## src/include/oria_regs.svh

```systemverilog
// constants for the or-immediate-to-accumulator datapath
`ifndef ORIA_REGS_SVH
`define ORIA_REGS_SVH
`define ORIA_OPC_HI 4'h0
`define ORIA_OPC_LO 4'h9
`define ORIA_OPC_HI_MSB 15
`define ORIA_OPC_HI_LSB 12
`define ORIA_OPC_LO_MSB 11
`define ORIA_OPC_LO_LSB 8
`define ORIA_IMM_MSB 7
`define ORIA_NEG_BIT 7
`define ORIA_ACC_RESET 8'h00
`define ORIA_ZERO_BYTE 8'h00
`define ORIA_INSTR_RESET 16'h0000
`define ORIA_STATUS_RESET 5'h00
`endif

```

## src/include/oria_pkg.sv

```systemverilog
// types for the or-immediate-to-accumulator datapath
package oria_pkg;
  typedef enum logic [1:0] {
    ORIA_Q1 = 2'b00,
    ORIA_Q2 = 2'b01,
    ORIA_Q3 = 2'b10,
    ORIA_Q4 = 2'b11
  } oria_phase_e;
  typedef struct packed {
    logic neg;
    logic zero;
  } oria_flags_s;
endpackage : oria_pkg

```

## src/verilog/oria_core.sv

```systemverilog
// or-immediate-to-accumulator execution datapath
//
// Contract
// - result is accumulator bitwise OR the 8-bit immediate from the instruction word.
// - result goes back to the accumulator only; no file register is written.
// - only negative and zero flags change; other status flags keep their values.
// - decode when opcode bits 15:12 are 0000 and bits 11:8 are 1001.
// - one program word, finished within a single instruction cycle.
// - phase one decodes, two reads literal, three ORs, four writes accumulator.
`timescale 1ns/1ps
`include "oria_regs.svh"
module oria_core #(
  parameter int DATA_W = 8
) (
  input wire logic ref_clk_i,
  input wire logic reset_i,
  input wire logic clk_en_i,
  input wire logic [15:0] instr_i,
  input wire logic instr_valid_i,
  input wire logic [DATA_W-1:0] acc_load_i,
  input wire logic acc_load_i_en_i,
  input wire logic [4:0] other_status_i,
  output logic [DATA_W-1:0] acc_o,
  output oria_pkg::oria_flags_s flags_o,
  output logic [4:0] other_status_o,
  output oria_pkg::oria_phase_e phase_o,
  output logic done_o
);

  // ---------------------------------------------------------------
  // decode helper
  // ---------------------------------------------------------------
  function automatic logic is_or_imm(input logic [15:0] w);
    is_or_imm = (w[`ORIA_OPC_HI_MSB:`ORIA_OPC_HI_LSB] == `ORIA_OPC_HI) &&
                (w[`ORIA_OPC_LO_MSB:`ORIA_OPC_LO_LSB] == `ORIA_OPC_LO);
  endfunction : is_or_imm

  function automatic oria_pkg::oria_phase_e oria_phase_next(input oria_pkg::oria_phase_e p);
    oria_phase_next = oria_pkg::oria_phase_e'(p + 2'b01);
  endfunction : oria_phase_next

  // ---------------------------------------------------------------
  // state
  // ---------------------------------------------------------------
  oria_pkg::oria_phase_e phase_q, phase_d;
  logic [15:0] instr_q, instr_d;
  logic hit_q, hit_d;
  logic [DATA_W-1:0] imm_q, imm_d;
  logic [DATA_W-1:0] res_q, res_d;
  logic [DATA_W-1:0] acc_q, acc_d;
  oria_pkg::oria_flags_s flags_q, flags_d;
  logic [4:0] other_q, other_d;
  logic done_q, done_d;
  logic [DATA_W-1:0] or_bits;
  logic write_now;

  // ---------------------------------------------------------------
  // phase sequencer
  // ---------------------------------------------------------------
  // the phases run free: a cycle that decodes nothing still takes all four,
  // so instruction timing never depends on the opcode
  always_comb
  begin
    phase_d = phase_q;
    unique case (phase_q)
      oria_pkg::ORIA_Q1: phase_d = oria_pkg::ORIA_Q2;
      oria_pkg::ORIA_Q2: phase_d = oria_pkg::ORIA_Q3;
      oria_pkg::ORIA_Q3: phase_d = oria_pkg::ORIA_Q4;
      oria_pkg::ORIA_Q4: phase_d = oria_pkg::ORIA_Q1;
    endcase
  end

  always_ff @(posedge ref_clk_i or posedge reset_i)
  begin
    if (reset_i)
    begin
      phase_q <= oria_pkg::ORIA_Q1;
    end
    else if (clk_en_i)
    begin
      phase_q <= phase_d;
    end
  end

  // ---------------------------------------------------------------
  // decode and literal fetch
  // ---------------------------------------------------------------
  always_comb
  begin
    instr_d = instr_q;
    hit_d = hit_q;
    imm_d = imm_q;
    if (phase_q == oria_pkg::ORIA_Q1)
    begin
      // a miss or an empty slot leaves hit low and the cycle idles
      instr_d = instr_i;
      hit_d = instr_valid_i && is_or_imm(instr_i);
    end
    if (phase_q == oria_pkg::ORIA_Q2)
    begin
      imm_d = DATA_W'(instr_q[`ORIA_IMM_MSB:0]);
    end
  end

  always_ff @(posedge ref_clk_i or posedge reset_i)
  begin
    if (reset_i)
    begin
      instr_q <= `ORIA_INSTR_RESET;
      hit_q <= 1'b0;
      imm_q <= `ORIA_ACC_RESET;
    end
    else if (clk_en_i)
    begin
      instr_q <= instr_d;
      hit_q <= hit_d;
      imm_q <= imm_d;
    end
  end

  // ---------------------------------------------------------------
  // or datapath
  // ---------------------------------------------------------------
  // one gate per bit: no carry chain, so every result bit settles alike
  for (genvar b = 0; b < DATA_W; b++)
  begin : g_or_bit
    assign or_bits[b] = acc_q[b] | imm_q[b];
  end

  assign write_now = (phase_q == oria_pkg::ORIA_Q4) && hit_q;

  // ---------------------------------------------------------------
  // accumulator and status
  // ---------------------------------------------------------------
  always_comb
  begin
    res_d = res_q;
    acc_d = acc_q;
    flags_d = flags_q;
    other_d = other_status_i;
    done_d = 1'b0;
    if (phase_q == oria_pkg::ORIA_Q3)
    begin
      res_d = or_bits;
    end
    if (write_now)
    begin
      // the write wins over an external accumulator load in the same cycle
      acc_d = res_q;
      flags_d.neg = res_q[`ORIA_NEG_BIT];
      flags_d.zero = (res_q == `ORIA_ZERO_BYTE);
      done_d = 1'b1;
    end
    else if (acc_load_i_en_i)
    begin
      acc_d = acc_load_i;
    end
  end

  always_ff @(posedge ref_clk_i or posedge reset_i)
  begin
    if (reset_i)
    begin
      res_q <= `ORIA_ACC_RESET;
      acc_q <= `ORIA_ACC_RESET;
      flags_q <= '0;
      other_q <= `ORIA_STATUS_RESET;
      done_q <= 1'b0;
    end
    else if (clk_en_i)
    begin
      res_q <= res_d;
      acc_q <= acc_d;
      flags_q <= flags_d;
      other_q <= other_d;
      done_q <= done_d;
    end
  end

  assign acc_o = acc_q;
  assign flags_o = flags_q;
  assign other_status_o = other_q;
  assign phase_o = phase_q;
  assign done_o = done_q;
endmodule : oria_core

```

## config.mk

```make
export PLATFORM = sky130hd
export DESIGN_NAME = oria_core
export DESIGN_NICKNAME = d
export VERILOG_FILES = /design/src/include/oria_pkg.sv /design/src/verilog/oria_core.sv
export VERILOG_INCLUDE_DIRS = /design/src /design/src/include
export SDC_FILE = /design/constraint.sdc
export NUM_CORES = 1
export LEC_CHECK = 0
export BUFFER_PORTS_ARGS = -buffer_cell sky130_fd_sc_hd__buf_2
export CAP_MARGIN = 20
export CELL_PAD_IN_SITES_DETAIL_PLACEMENT = 2
export CELL_PAD_IN_SITES_GLOBAL_PLACEMENT = 2
export CORE_ASPECT_RATIO = 1.5
export CORE_MARGIN = 1
export CORE_UTILIZATION = 37
export CTS_BUF_LIST = sky130_fd_sc_hd__clkbuf_4 sky130_fd_sc_hd__clkbuf_8
export DETAILED_ROUTE_END_ITERATION = 6
export HOLD_SLACK_MARGIN = 0.12
export PLACE_DENSITY_LB_ADDON = 0.1
export SLEW_MARGIN = 5
export SYNTH_ARGS = -nofsm -noshare
export SYNTH_HDL_FRONTEND = slang
export SYNTH_SLANG_ARGS = --single-unit
export TNS_END_PERCENT = 100
```

## constraint.sdc

```tcl
create_clock -name ref_clk_i -period 3.2 [get_ports ref_clk_i]
set_input_delay 0.64 -clock ref_clk_i [delete_from_list [all_inputs] [get_ports ref_clk_i]]
set_output_delay 0.64 -clock ref_clk_i [all_outputs]
set_load 0.005 [all_outputs]
```

==> results.tsv <==
stage	metric	value	unit
placement	dp_hpwl	3290	um
yosys	synth_nets	179	
timing	slew_violations	0	
timing	fin_crit_sh	50.4	%
placement	dp_cells	253	
setup_path	cpPeakStageDelay	550	ps
setup_path	crit_chain	buf_2, and2_1, nor2_1, a21oi_1	
power_and_ir_drop	p_leak	0.00105	uW
power_and_ir_drop	p_comb_share	23.3	%
clock_network	cts_tree	done	
clock_network	cts_buffers	5	
layout	n_antenna_cell	0	
setup_path	end_kind	register	
global_route	grt_max_degree	25	
routing	vias_per_cell	5.04	
global_route	grt_pass1_wl	7090	um
yosys	yosysTopAreaCell	dfrtp_1	
clock_network	cts.repair.resized	0	
layout	stdcell_count	261	
placement	gp_congestion	0.752	
floorplanning	coreArea	4620	um2
setup_path	required	3420	ps
timing	setup_viol	0	
global_route	grt_overflow	0	
floorplanning	fp.dieW	59.1	um
power_and_ir_drop	p_seq_share	48.3	%
routing	wl	4270	um
clock_network	cts.hold.buffers_added	0	
routing	wl_per_cell	16.4	um
floorplanning	die_area	5180	um2
yosys	syn_area	1810	um2
power_and_ir_drop	intPower	1260	uW
yosys	synthTopCellsByArea	dfrtp_1, mux2_2, a2bb2oi_1	
layout	fill_cells	495	
worst_hold_path	hp-class	reg -> reg	
clock_network	root_buffer	clkbuf_8	
clock_network	cts_buffer_depth	2	
routing	vias	1315	
routing	route.met3.wl	180	um
yosys	ys_ff_latch	43	
power_and_ir_drop	p_clk_share	28.4	%
setup_path	critical-path-slowest-cell	and2_1	
routing	drt_iter0_drc	41	
timing	fmax	620	MHz
yosys	syn_inst	141	
floorplanning	initial_core_util	39.2	%
power_and_ir_drop	powerDensity	788	nW/um2
timing	tns	0	ps
global_route	grt_pass1_vias	1460	
yosys	yosys_warnings	0	
job	cap_violations	0	
routing	wl_met2	2340	um
floorplanning	io_pins	52	
setup_path	cp_num_buf_inv	1	
power_and_ir_drop	vdd_ir_drop_max	449	uV
floorplanning	rows	30	
setup_path	worst-setup-path-type	in -> reg	
clock_network	clk_latency	300	ps
timing	rsz0062_at_grt	no	
clock_network	cts.clk_slew.worst_paths	80	ps
routing	first_pass_iters	3	
timing	final-hold-violation-count	0	
layout	final_nets	234	
status	status	complete, no violations	
power_and_ir_drop	power.total	1770	uW
yosys	yosysTopAreaCellShare	59.4	%
clock_network	h-tree-depth	2	
placement	port_buffers	51	
routing	routed.top_layer	met4	
timing	skew	2.26	ps
global_route	antenna_found_initial	0	
power_and_ir_drop	p_switching	513	uW
timing	post-route-min-period	1610	ps
yosys	syn_area_per_cell	12.8	um2
routing	ant_nets	0	
power_and_ir_drop	swShare	29.0	%
setup_path	cp_top_family	simple AND/OR/NAND/NOR gates	
setup_path	worstSetupStartpointType	primary input	
timing	max_slew_margin	38.5	%
setup_path	critPathArrivalTime	1840	ps
clock_network	postCtsSetupBuffers	0	
yosys	synth_cell_type_count	24	
layout	drive_gt1_share	44.7	%
timing	worst_pin_slew	921	ps
setup_path	cp_max_fo	23	
routing	drcViolationCount	0	
routing	wl_met1	1650	um
global_route	grt_usage	19.0	%
floorplanning	die_h	87.7	um
yosys	yosysSeqAreaShare	59.4	%
layout	area_growth	24.3	%
clock_network	cts.sinks	43	
flip-flops by register name, summed over array words and instances (netlist names):
register        flops
phase_o             2
imm_q               8
instr_q             8
hit_q               1
acc_o               8
other_status_o      5
flags_o             2
done_o              1
res_q               8
per-stage QoR:
stage          utilization [%]  hold slack (ps)  instance area (um2)  worst slack (ps)
6_report                  48.7              506                 2250              1590
5_1_grt                   48.7              527                 2250              1420
4_1_cts                   48.7              515                 2250              1580
3_5_place_dp              45.8              495                 2110              1260
3_3_place_gp              45.8              458                 2110              1410
2_1_floorplan                -              471                 1810              1560
cell usage in the layout, fill, tap and decap left out, types with 2 or more instances in the layout:
master / n
buf_2: 51
dfrtp_1: 43
mux2_2: 21
nor2_1: 16
o22ai_1: 8
a2bb2oi_1: 8
a21oi_1: 8
o21ai_0: 6
inv_1: 5
clkbuf_8: 5
nand2_1: 4
ha_1: 4
nand2_2: 2
nor4_1: 2
bufinv_16: 2
buf_4: 2
per-layer routing:
metal / vias up / global-route usage, %
li1: 610 / -
met1: 658 / 20.9
met2: 39 / 34.2
met3: 8 / 4.58
met4: 0 / 8.23
met5: - / 0
worst register-to-register path: stages, from the launching register on:
cell and delay (ps):
dfrtp_1 420, inv_1 120, ha_1 190, and2_1 480, nor2_1 100, a21oi_1 160
synthesized netlist by cell type:
library cell  number
dfrtp_1           43
mux2_2            21
nor2_1            16
a21oi_1            8
a2bb2oi_1          8
o22ai_1            8
o21ai_0            6
inv_1              5
ha_1               4
nand2_1            4
buf_2              2
buf_6              2
nand2_2            2
nor4_1             2
a21bo_1            1
a21boi_4           1
and2_1             1
buf_8              1
mux2_4             1
nand2_4            1
nand3_2            1
nand4_1            1
nor3_1             1
nor4b_1            1
power groups by stage:
stage	clock network (uW)	logic [uW]	registers [uW]
final	504	412	856
after global routing	538	465	885
after CTS	517	424	861
after detailed placement	0	418	872
after global placement	0	382	855
after floorplan	0	312	822
area by class of cell:
class	instances	area (um2)	area share, %
clock buffer	5	68.8	3.06
clock inverter	3	67.6	3.00
inverter	5	18.8	0.834
multi-input combinational	88	668	29.7
sequential	43	1080	47.8
tap	64	80.1	3.56
timing repair buffer	53	270	12.0
path summary, 6_finish.rpt:
check / from / end / slack, ps / cells after the start
max: clk_en_i / res_q[6] / 1590 / 4
min: other_status_o[1] / other_status_o[1] / 510 / 1
max reg2reg: phase_o[0] / res_q[6] / 1660 / 5
min reg2reg: other_status_o[1] / other_status_o[1] / 510 / 1
max in group asynchronous: reset_i / imm_q[5] / 1980 / 3
min in group asynchronous: reset_i / instr_q[2] / 530 / 2
cell families (layout without fill, tap and decap cells):
| kind of cell | Yosys count | in the layout | share of synthesized area, % |
|---|---|---|---|
| compound gates | 32 | 32 | 12.1 |
| buf+inv | 10 | 66 | 3.66 |
| flops | 43 | 43 | 59.4 |
| simple gates | 30 | 30 | 8.15 |
| mux | 22 | 22 | 13.9 |
| fa+ha+maj | 4 | 4 | 2.76 |
No activity file was read; power rests on OpenSTA's default activity.
